===== src/swm_pkg.sv =====
// constants shared by the sram write lane mask block
// Notes on behaviour
// 8-bit: both half masks low store all
// 8-bit: mask0 low only stores bits 3:0
// 8-bit: mask1 low only stores bits 7:4
// 18-bit: both masks low store all
// 18-bit: mask0 low only stores bits 8:0
// 18-bit: mask1 low only stores bits 17:9
// both masks high leave word unmodified
// 9-bit: single mask low stores all
// 9-bit: single mask high writes nothing
// write data registered on both clock rises
// read words launched on both clock rises
// power up deselected, read outputs undriven
// burst walks start address plus 0..3
// stopped clocks preferably both held high
// select after started operation is don't-care
// second consecutive read or write ignored
// each data word uses its own masks
// write words on next two cycles' rises
// port selects sampled on true rise only
// write address latched at write select rise
// first read word 2.5 cycles after address
// masks captured with their word, writes only
package swm_pkg;
  localparam int unsigned SYNC_STAGES = 3;     // pin synchroniser depth
  localparam int unsigned DEF_DATA_W  = 18;    // 8, 9 or 18
  localparam int unsigned DEF_ADDR_W  = 4;     // storage depth in address bits
  localparam int unsigned MASK_W      = 2;     // lane mask pins
  localparam int unsigned CLK_PERIOD_NS = 40;  // sys_clk period
  localparam logic [1:0]  BURST_FIRST = 2'h0;  // first word of a burst
  localparam logic [1:0]  BURST_LAST  = 2'h3;  // fourth word of a burst
  localparam logic [1:0]  WR_ARM_K    = 2'h1;  // true rises from write address to word 0
  localparam logic [1:0]  RD_ARM_K    = 2'h2;  // true rises from read address to arming
  localparam logic        OE_RST      = 1'b0;  // read outputs undriven after reset
  localparam logic [1:0]  MASK_ALL    = 2'h3;  // both lanes masked
  localparam logic [1:0]  MASK_NONE   = 2'h0;  // no lane masked
  localparam logic [1:0]  MASK_LO_ONLY = 2'h2; // only low lane written
  localparam logic [1:0]  MASK_HI_ONLY = 2'h1; // only high lane written
endpackage


===== src/swm_lane_merge.sv =====
// merges a new write word into the stored word lane by lane
`timescale 1ns/10ps
`default_nettype none
module swm_lane_merge #(
  parameter int unsigned DATA_W = swm_pkg::DEF_DATA_W
) (
  // words
  input  wire logic [DATA_W-1:0]         old_word,
  input  wire logic [DATA_W-1:0]         new_word,
  // active-low lane masks, bit 0 low lane
  input  wire logic [swm_pkg::MASK_W-1:0] mask_n,
  // merged result
  output logic      [DATA_W-1:0]         merged
);
  import swm_pkg::*;
  // the 9-bit width has one lane covering every bit, so mask bit 1 is ignored there
  localparam int unsigned LO_W = (DATA_W == 9) ? 9 : DATA_W / 2;

  genvar i;
  generate
    for (i = 0; i < DATA_W; i++) begin : g_bit
      if (i < LO_W) begin : g_lo
        assign merged[i] = mask_n[0] ? old_word[i] : new_word[i];
      end else begin : g_hi
        assign merged[i] = mask_n[1] ? old_word[i] : new_word[i];
      end
    end
  endgenerate
endmodule
`default_nettype wire


===== src/swm_top.sv =====
// sram core: pin sampling, write bursts with lane masks, read bursts
`timescale 1ns/10ps
`default_nettype none
module swm_top #(
  parameter int unsigned DATA_W = swm_pkg::DEF_DATA_W,
  parameter int unsigned ADDR_W = swm_pkg::DEF_ADDR_W
) (
  // system
  input  wire logic                       sys_clk,
  input  wire logic                       nrst,
  // input clock pins from the controller
  input  wire logic                       k_clk,
  input  wire logic                       k_clk_n,
  // port selects, active low
  input  wire logic                       read_port_select_n,
  input  wire logic                       write_port_select_n,
  // lane write masks, active low (half_lane_write_mask in the 8-bit width)
  input  wire logic [swm_pkg::MASK_W-1:0] lane_write_mask_n,
  // shared address and write data
  input  wire logic [ADDR_W-1:0]          addr,
  input  wire logic [DATA_W-1:0]          wdata,
  // read data and its output enable
  output logic      [DATA_W-1:0]          rdata,
  output logic                            rdata_oe
);
  import swm_pkg::*;

  localparam int unsigned DEPTH = 1 << ADDR_W;             // words of storage
  localparam int unsigned PW    = 4 + MASK_W + ADDR_W + DATA_W; // pin vector width

  // whole module state
  typedef struct packed {
    logic [SYNC_STAGES-1:0][PW-1:0] sync;     // pin synchroniser
    logic                           k_stab;   // agreed true clock level
    logic                           kn_stab;  // agreed complement clock level
    logic                           rd_last;  // read started at previous true rise
    logic                           wr_last;  // write started at previous true rise
    logic                           wr_pend;  // write address waiting for word 0
    logic [ADDR_W-1:0]              wr_paddr; // latched write address
    logic                           wr_act;   // write burst taking words
    logic [ADDR_W-1:0]              wr_addr;  // active write start address
    logic [1:0]                     wr_idx;   // next write word
    logic                           rd_pend;  // read address waiting for latency
    logic [1:0]                     rd_kcnt;  // true rises since read address
    logic [ADDR_W-1:0]              rd_paddr; // latched read address
    logic                           rd_act;   // read burst launching words
    logic [ADDR_W-1:0]              rd_addr;  // active read start address
    logic [1:0]                     rd_idx;   // next read word
    logic [DATA_W-1:0]              q;        // read data flop
    logic                           oe;       // read enable flop
    logic [DEPTH-1:0][DATA_W-1:0]   mem;      // storage array
  } swm_state_t;

  swm_state_t st;       // registered state
  swm_state_t next_st;  // next state

  // fields of the agreed (third stage) pin sample
  logic               p_k;      // true clock
  logic               p_kn;     // complement clock
  logic               p_rsel_n; // read select
  logic               p_wsel_n; // write select
  logic [MASK_W-1:0]  p_mask_n; // lane masks
  logic [ADDR_W-1:0]  p_addr;   // address
  logic [DATA_W-1:0]  p_wdata;  // write data
  logic               k_agree;  // second and third stages agree on the true clock
  logic               kn_agree; // same for the complement clock
  logic               k_rise;   // accepted true clock rise
  logic               kn_rise;  // accepted complement clock rise
  logic               any_rise; // a data edge of either clock
  logic               rd_ok;    // read start accepted
  logic               wr_ok;    // write start accepted
  logic               wr_fire;  // a write word lands this cycle
  logic [ADDR_W-1:0]  wr_waddr; // its location
  logic [MASK_W-1:0]  wr_mask;  // its masks
  logic [DATA_W-1:0]  wr_old;   // stored word at that location
  logic [DATA_W-1:0]  wr_new;   // merged word to store

  // burst location: start plus word index, wrapping within the array
  function automatic logic [ADDR_W-1:0] burst_loc(input logic [ADDR_W-1:0] base,
                                                  input logic [1:0] idx);
    burst_loc = base + ADDR_W'(idx);
  endfunction

  // pin fields unpacked from the last synchroniser stage
  assign {p_k, p_kn, p_rsel_n, p_wsel_n, p_mask_n, p_addr, p_wdata} = st.sync[2];

  // edges count only once the second and third stages agree, so a one-flop glitch
  // on a clock pin is never taken as a rise
  assign k_agree  = (st.sync[1][PW-1] == p_k);
  assign kn_agree = (st.sync[1][PW-2] == p_kn);
  assign k_rise   = k_agree & p_k & ~st.k_stab;
  assign kn_rise  = kn_agree & p_kn & ~st.kn_stab;
  assign any_rise = k_rise | kn_rise;

  // selects are looked at only on true rises; a repeat of last rise's start is dropped,
  // and with both selected the read wins unless a read started last rise
  assign rd_ok = k_rise & ~p_rsel_n & ~st.rd_last;
  assign wr_ok = k_rise & ~p_wsel_n & ~st.wr_last & ~rd_ok;

  // a write word lands on the arming true rise or on any edge of an active burst
  assign wr_fire  = (k_rise & st.wr_pend) | (any_rise & st.wr_act);
  assign wr_waddr = st.wr_act ? burst_loc(st.wr_addr, st.wr_idx)
                              : burst_loc(st.wr_paddr, BURST_FIRST);
  assign wr_mask  = p_mask_n;   // sampled with this very word R17 R22
  assign wr_old   = st.mem[wr_waddr];

  // lane masking
  swm_lane_merge #(
    .DATA_W (DATA_W)
  ) u_merge (
    .old_word (wr_old),
    .new_word (p_wdata),
    .mask_n   (wr_mask),
    .merged   (wr_new)
  );

  // next state
  always_comb begin
    next_st = st;
    // pins shift through three stages; each stage reads the one before
    next_st.sync[0] = {k_clk, k_clk_n, read_port_select_n, write_port_select_n,
                       lane_write_mask_n, addr, wdata};
    next_st.sync[1] = st.sync[0];
    next_st.sync[2] = st.sync[1];
    if (k_agree) begin
      next_st.k_stab = p_k;
    end
    if (kn_agree) begin
      next_st.kn_stab = p_kn;
    end

    // write data path: store the merged word
    if (wr_fire) begin
      next_st.mem[wr_waddr] = wr_new;
    end
    if (any_rise && st.wr_act) begin
      next_st.wr_idx = st.wr_idx + 2'h1;
      if (st.wr_idx == BURST_LAST) begin
        next_st.wr_act = 1'b0;
      end
    end
    if (k_rise && st.wr_pend) begin
      // word 0 landed above; words 1..3 follow on the next three edges
      next_st.wr_pend = 1'b0;
      next_st.wr_act  = 1'b1;
      next_st.wr_addr = st.wr_paddr;
      next_st.wr_idx  = BURST_FIRST + WR_ARM_K;
    end

    // read launch: one word per edge of either clock, undriven between bursts;
    // the word comes from storage as it stands before this edge, so a write landing
    // on the same edge is not forwarded and a user must keep such bursts apart
    if (any_rise) begin
      if (st.rd_act) begin
        next_st.q      = st.mem[burst_loc(st.rd_addr, st.rd_idx)];
        next_st.oe     = 1'b1;
        next_st.rd_idx = st.rd_idx + 2'h1;
        if (st.rd_idx == BURST_LAST) begin
          next_st.rd_act = 1'b0;
        end
      end else begin
        next_st.oe = 1'b0;
      end
    end
    // second true rise after the address arms the burst; first word on the next edge
    if (k_rise && st.rd_pend) begin
      next_st.rd_kcnt = st.rd_kcnt + 2'h1;
      if (st.rd_kcnt + 2'h1 == RD_ARM_K) begin
        next_st.rd_pend = 1'b0;
        next_st.rd_act  = 1'b1;
        next_st.rd_addr = st.rd_paddr;
        next_st.rd_idx  = BURST_FIRST;
      end
    end

    // new starts, taken after the older request has been moved on
    if (k_rise) begin
      next_st.rd_last = rd_ok;
      next_st.wr_last = wr_ok;
    end
    if (rd_ok) begin
      next_st.rd_pend  = 1'b1;
      next_st.rd_kcnt  = 2'h0;
      next_st.rd_paddr = p_addr;
    end
    if (wr_ok) begin
      next_st.wr_pend  = 1'b1;
      next_st.wr_paddr = p_addr;
    end
  end

  // state register; powers up deselected with outputs off
  always_ff @(posedge sys_clk) begin
    if (!nrst) begin
      st    <= '0;
      st.oe <= OE_RST;
    end else begin
      st <= next_st;
    end
  end

  // outputs straight from flops
  assign rdata    = st.q;
  assign rdata_oe = st.oe;

  // checks: every property runs on sys_clk and is held off through reset; a stored word
  // is judged one cycle after the edge that stores it, against the word it replaced
  // lanes are compared through bit masks, since a part-select of the high lane would run
  // backwards in the 9-bit width, where the low lane already covers every bit
  // the masks cover the 9-bit width as well, so no width is left out of the lane checks
  localparam int unsigned       LO_W    = (DATA_W == 9) ? 9 : DATA_W / 2;  // low lane width
  localparam logic [DATA_W-1:0] LO_MASK = DATA_W'((64'h1 << LO_W) - 64'h1); // low lane bits
  localparam logic [DATA_W-1:0] HI_MASK = ~LO_MASK;                          // high lane bits

  // an unmasked word replaces every bit
  full_store_a: assert property (@(posedge sys_clk) disable iff (!nrst)
    wr_fire && wr_mask == MASK_NONE |=> st.mem[$past(wr_waddr)] == $past(p_wdata))
    else $error("unmasked write word not stored");

  // a fully masked word leaves the location as it was
  no_store_a: assert property (@(posedge sys_clk) disable iff (!nrst)
    wr_fire && wr_mask == MASK_ALL |=> st.mem[$past(wr_waddr)] == $past(wr_old))
    else $error("fully masked write changed the word");

  // low lane only; in the 9-bit width this is a full store
  low_lane_a: assert property (@(posedge sys_clk) disable iff (!nrst)
    wr_fire && wr_mask == MASK_LO_ONLY |=>
      (st.mem[$past(wr_waddr)] & LO_MASK) == ($past(p_wdata) & LO_MASK) &&
      (st.mem[$past(wr_waddr)] & HI_MASK) == ($past(wr_old) & HI_MASK))
    else $error("low lane write wrong");

  // high lane only; in the 9-bit width nothing is stored
  high_lane_a: assert property (@(posedge sys_clk) disable iff (!nrst)
    wr_fire && wr_mask == MASK_HI_ONLY |=>
      (st.mem[$past(wr_waddr)] & LO_MASK) == ($past(wr_old) & LO_MASK) &&
      (st.mem[$past(wr_waddr)] & HI_MASK) == ($past(p_wdata) & HI_MASK))
    else $error("high lane write wrong");

  // storage moves only on a data edge of a write burst
  write_gate_a: assert property (@(posedge sys_clk) disable iff (!nrst)
    !wr_fire |=> $stable(st.mem))
    else $error("storage changed outside a write word");

  // off a true rise no start is latched and the last-start flags hold
  select_edge_a: assert property (@(posedge sys_clk) disable iff (!nrst)
    !k_rise |=> $stable(st.rd_paddr) && $stable(st.wr_paddr) &&
                $stable(st.rd_last) && $stable(st.wr_last))
    else $error("start taken off a true rise");

  // a write request on the rise after a write start is dropped
  no_repeat_a: assert property (@(posedge sys_clk) disable iff (!nrst)
    k_rise && st.wr_last |=> $stable(st.wr_paddr) && !st.wr_last)
    else $error("back to back write accepted");

  // a read request on the rise after a read start is dropped
  read_repeat_a: assert property (@(posedge sys_clk) disable iff (!nrst)
    k_rise && st.rd_last |=> $stable(st.rd_paddr) && !st.rd_last)
    else $error("back to back read accepted");

  // the write address becomes the burst start on the next true rise
  write_arm_a: assert property (@(posedge sys_clk) disable iff (!nrst)
    k_rise && st.wr_pend |=>
      st.wr_act && st.wr_idx == 2'h1 && st.wr_addr == $past(st.wr_paddr))
    else $error("write burst not armed");

  // the second true rise after a read address arms its burst at word 0
  read_arm_a: assert property (@(posedge sys_clk) disable iff (!nrst)
    k_rise && st.rd_pend && st.rd_kcnt == 2'h1 |=>
      st.rd_act && st.rd_idx == BURST_FIRST && st.rd_addr == $past(st.rd_paddr))
    else $error("read burst not armed on time");

  // each launch edge drives the addressed burst word
  launch_word_a: assert property (@(posedge sys_clk) disable iff (!nrst)
    any_rise && st.rd_act |=>
      rdata_oe && rdata == $past(st.mem[st.rd_addr + ADDR_W'(st.rd_idx)]))
    else $error("read word launched wrong");

  // the read enable moves only on a clock pin rise
  launch_edge_a: assert property (@(posedge sys_clk) disable iff (!nrst)
    $changed(rdata_oe) |-> $past(any_rise))
    else $error("read enable moved off an edge");

  // no burst in flight: the outputs go undriven at the next edge
  idle_off_a: assert property (@(posedge sys_clk) disable iff (!nrst)
    !st.rd_act && !st.rd_pend && any_rise |=> !rdata_oe)
    else $error("read outputs driven while idle");

  // write words walk the start address upwards, wrapping in the array
  word_walk_a: assert property (@(posedge sys_clk) disable iff (!nrst)
    any_rise && st.wr_act |-> wr_waddr == st.wr_addr + ADDR_W'(st.wr_idx))
    else $error("burst address walk wrong");

  // main scenarios: write start, read burst, both selects, a lane mask and a
  // dropped back-to-back write
  write_start_c: cover property (@(posedge sys_clk) disable iff (!nrst) wr_ok);
  read_burst_c:  cover property (@(posedge sys_clk) disable iff (!nrst) $rose(rdata_oe));
  both_sel_c:    cover property (@(posedge sys_clk) disable iff (!nrst)
    k_rise && !p_rsel_n && !p_wsel_n);
  lane_mask_c:   cover property (@(posedge sys_clk) disable iff (!nrst)
    wr_fire && wr_mask == MASK_HI_ONLY);
  dup_write_c:   cover property (@(posedge sys_clk) disable iff (!nrst)
    k_rise && st.wr_last && !p_wsel_n);
endmodule
`default_nettype wire


===== config.mk =====
export PLATFORM = sky130hd
export DESIGN_NAME = swm_top
export DESIGN_NICKNAME = d
export VERILOG_FILES = /design/src/swm_pkg.sv /design/src/swm_lane_merge.sv /design/src/swm_top.sv
export SDC_FILE = /design/constraint.sdc
export NUM_CORES = 1
export LEC_CHECK = 0
export BUFFER_PORTS_ARGS = -buffer_cell sky130_fd_sc_hd__buf_2
export CAP_MARGIN = 10
export CORE_ASPECT_RATIO = 1.75
export CORE_MARGIN = 2
export CORE_UTILIZATION = 45
export CTS_BUF_LIST = sky130_fd_sc_hd__clkbuf_4
export DETAILED_ROUTE_END_ITERATION = 10
export PLACE_DENSITY = 0.63
export SLEW_MARGIN = 5
export SYNTH_ARGS = -nofsm -noshare
export SYNTH_HDL_FRONTEND = slang
export SYNTH_SLANG_ARGS = --single-unit

===== constraint.sdc =====
create_clock -name sys_clk -period 3.4 [get_ports sys_clk]
set_input_delay 0.85 -clock sys_clk [delete_from_list [all_inputs] [get_ports sys_clk]]
set_output_delay 0.85 -clock sys_clk [all_outputs]
set_load 0.02 [all_outputs]

==> impl_results.md <==
- Synth unique cells: 70
- RSZ-0062 raised after global routing: no
- GRT Overall Usage: between 20% and 30%
- Cell type with the largest total area after synthesis: dfxtp_1
- Crit-path max FO: 15
- Starting Density: 45.6%
- #FFs+latches synth: ~420
- Routed wire length: 67000 um
- Fin cells: about 2800
- DP HPWL: about 43000 um
- Slew @ Worst Pin: about 1100 ps
- Post-synth EDFFs: 0
- Fin crit share: between 90% and 100%
- Pwr per Cell Area: about 410 nW/um^2
- CTS tree: done
- List of most frequent post-synthesis cells: dfxtp_1 (421), nand2_1 (255), a22oi_1 (189), a21oi_1 (130), o21ai_0 (128)
- Antenna violations before repair: 3
- Nets: approximately 2200
- Share of cells above drive strength 1: between 10% and 20%
- Die Wd: 164 um
- DRT iter0 DRCs: 1993
- CP startpoint kind: flip-flop
- Cell Area, Synth: just over 20000 um^2
- Placed Area: 21100 um^2
- Setup TNS: 0 ps
- VDD IR-drop max: 320 uV
- Slowest-stage cell, CP: fa_1
- CP max stage delay: approximately 550 ps
- Mapped Avg Cell Area: 9.45 um^2
- Status: complete, no violations
- Primary FF master, synth: dfxtp_1
- Final antenna-violating net count: 0
- CTS Sinks: roughly 420
- Top cells by area, synth: dfxtp_1 (42%), mux4_2 (8.1%), a22oi_1 (7.0%), nand2_1 (4.8%), a21boi_0 (3.7%)
- Power Total: approximately 9.2 mW
- Seq/Total Area, Yosys: about two fifths
- Yosys synthesis warning count: 0
- Max-cap violations: 0
- Number of remaining DRC errors: 0
- Vias in the first global route: about 18000
- CTS Buf Count: just under 100
- Via count: 18131
- Setup CP Type: flip-flop to flip-flop
- Fmax: 318 MHz
- Final hold violations: 0
- First-pass GRT wire length: 104000 um
- Largest net degree at the start of global routing: ~160
- Final setup vio count: 0
- Clock Pin Slew Worst Setup and Hold Paths: around 70 ps
- Clock skew: 107 ps
- CTS H-tree lvls: 3
- Final Worst Setup Slack: between 200 and 300 ps
- Post-DR vias/cell: about 6.4
- Worst Hold Slack: 217 ps
- Clock Tree Buf Depth: 3
- Dpl ws: between 150 and 200 ps
- Latest clock arrival within the worst-skew pair: 880 ps
- Slew HR: 24.3%
- Worst Hold Class: primary input to flip-flop
- Placed cells: between 2000 and 3000
- Area of all placed cells without fillers: about 22000 um^2
- Area fraction of the dominant cell type after synthesis: about two fifths
- Syn Inst Count: between 2000 and 2500
- Overflow left after global routing: 0
- Drt first pass iters: 9
- Floorplan row count: a little over 100
- Ys async rst share: 0%
- Port Buffers: 48
- Core ar.: 44200 um^2
- Leak: between 7 and 8 nW
- Period minus WS final: between 3000 and 4000 ps
- CTS root buffer: clkbuf_4
- CP bufs+invs: 1
- DR WL/cell: between 20 and 25 um
- CP top delay family: simple AND/OR/NAND/NOR gates
- Area delta synth->final: 11.0%
- IO Count: 49
- CP arrival: 3880 ps
- CP endpoint kind: flip-flop
- Height of the die: 284 um
- Top-count cell post-synth: dfxtp_1
- Gpl congestion: between 0.8 and 0.9
- Die area: between 40000 and 50000 um^2
- Slew Viols, Final: 0
- Critical Path, Cell by Cell: ha_1, fa_1, and3b_1, or2_2, buf_4, o2111ai_1, nor2_2, a2bb2oi_1, a21boi_0
- Worst path required time: 4140 ps
- Syn nets: roughly 2200
- Final core occ: between 50% and 60%
[cell usage in the layout, fill, tap and decap left out, types with 10 or more instances in the layout]
master and count:
a21boi_0 100, a21boi_1 33, a21oi_1 130, a221oi_1 36, a22o_1 10, a22oi_1 189, a22oi_2 12, a2bb2oi_1 15
a31oi_1 11, a32o_1 22, a32oi_1 18, and2_1 103, buf_12 13, buf_2 47, buf_4 87, clkbuf_4 138
clkinv_1 18, dfxtp_1 421, mux2i_1 16, mux4_2 72, nand2_1 254, nand2b_1 22, nand3_1 33, nand3b_1 21
nor2_1 27, nor2b_1 44, nor3_1 52, o21a_1 21, o21ai_0 128, o2bb2ai_1 22
[per-layer routing]
metal / wire length (um) / vias up / part of all wire, % / track usage (%)
li1: - / 8058 / - / -
met5: 11 / - / 0.016 / 0
met4: 3810 / 2 / 5.7 / 17.4
met2: 34000 / 968 / 51 / 49.7
met3: 4900 / 291 / 7.3 / 4.90
met1: 24300 / 8812 / 36 / 32.4
[what timing repair did]
action                     CTS  global route
gates resized for setup      0             1
setup endpoints to repair    0             5
hold buffers                 0             0
buffers inserted             0             0
[power breakdown]
| group | total, mW | switching (mW) | leakage (nW) | internal [mW] |
|---|---|---|---|---|
| logic | 0.196 | 0.118 | 3.66 | 0.0777 |
| registers | 4.99 | 0.0220 | 3.40 | 4.97 |
| clock network | 4.01 | 2.06 | 0.713 | 1.95 |
[state kept, by name (all words and copies together), names as in the netlist]
| name | count |
|---|---|
| next_st | 56 |
| p_kn | 1 |
| st | 318 |
| p_k | 1 |
| p_addr | 4 |
| rdata | 18 |
| p_rsel_n | 1 |
| p_wdata | 18 |
| p_wsel_n | 1 |
| rdata_oe | 1 |
| p_mask_n | 2 |
[cell families after synthesis]
family          synth area share (%)
buf+inv                         4.89
compound gates                  27.8
simple gates                    15.3
mux                             9.02
xor+xnor                       0.305
flops                           41.9
fa+ha+maj                      0.758
[layout make-up]
type / count / area, um^2
fillers: 4146 / 21800
multi-input cells: 1498 / 10800
well taps: 572 / 716
clock inverters: 29 / 164
flip-flops and latches: 421 / 8430
clock buffers: 138 / 1040
diodes: 3 / 7.51
repair buffers: 148 / 1160
inverters: 3 / 11.3
[worst register-to-register path: stages, from the launching register on]
cell and delay, ps:
dfxtp_1 340, ha_1 240, fa_1 550, and3b_1 190, or2_2 360, buf_4 320, o2111ai_1 310, nor2_2 460
a2bb2oi_1 130, a21boi_0 180
[final timing paths]
path / cells after the start / slack [ps] / endpoint / startpoint
min: 2 / 220 / next_st[381]$_SDFF_PN0_ / wdata[16]
min reg2reg: 1 / 420 / p_wdata[5]$_SDFF_PN0_ / next_st[398]$_SDFF_PN0_
max: 9 / 260 / st[39]$_SDFFE_PN0P_ / st[321]$_SDFFE_PN0P_
max reg2reg: 9 / 260 / st[39]$_SDFFE_PN0P_ / st[321]$_SDFFE_PN0P_
(Power assumes the default switching activity.)
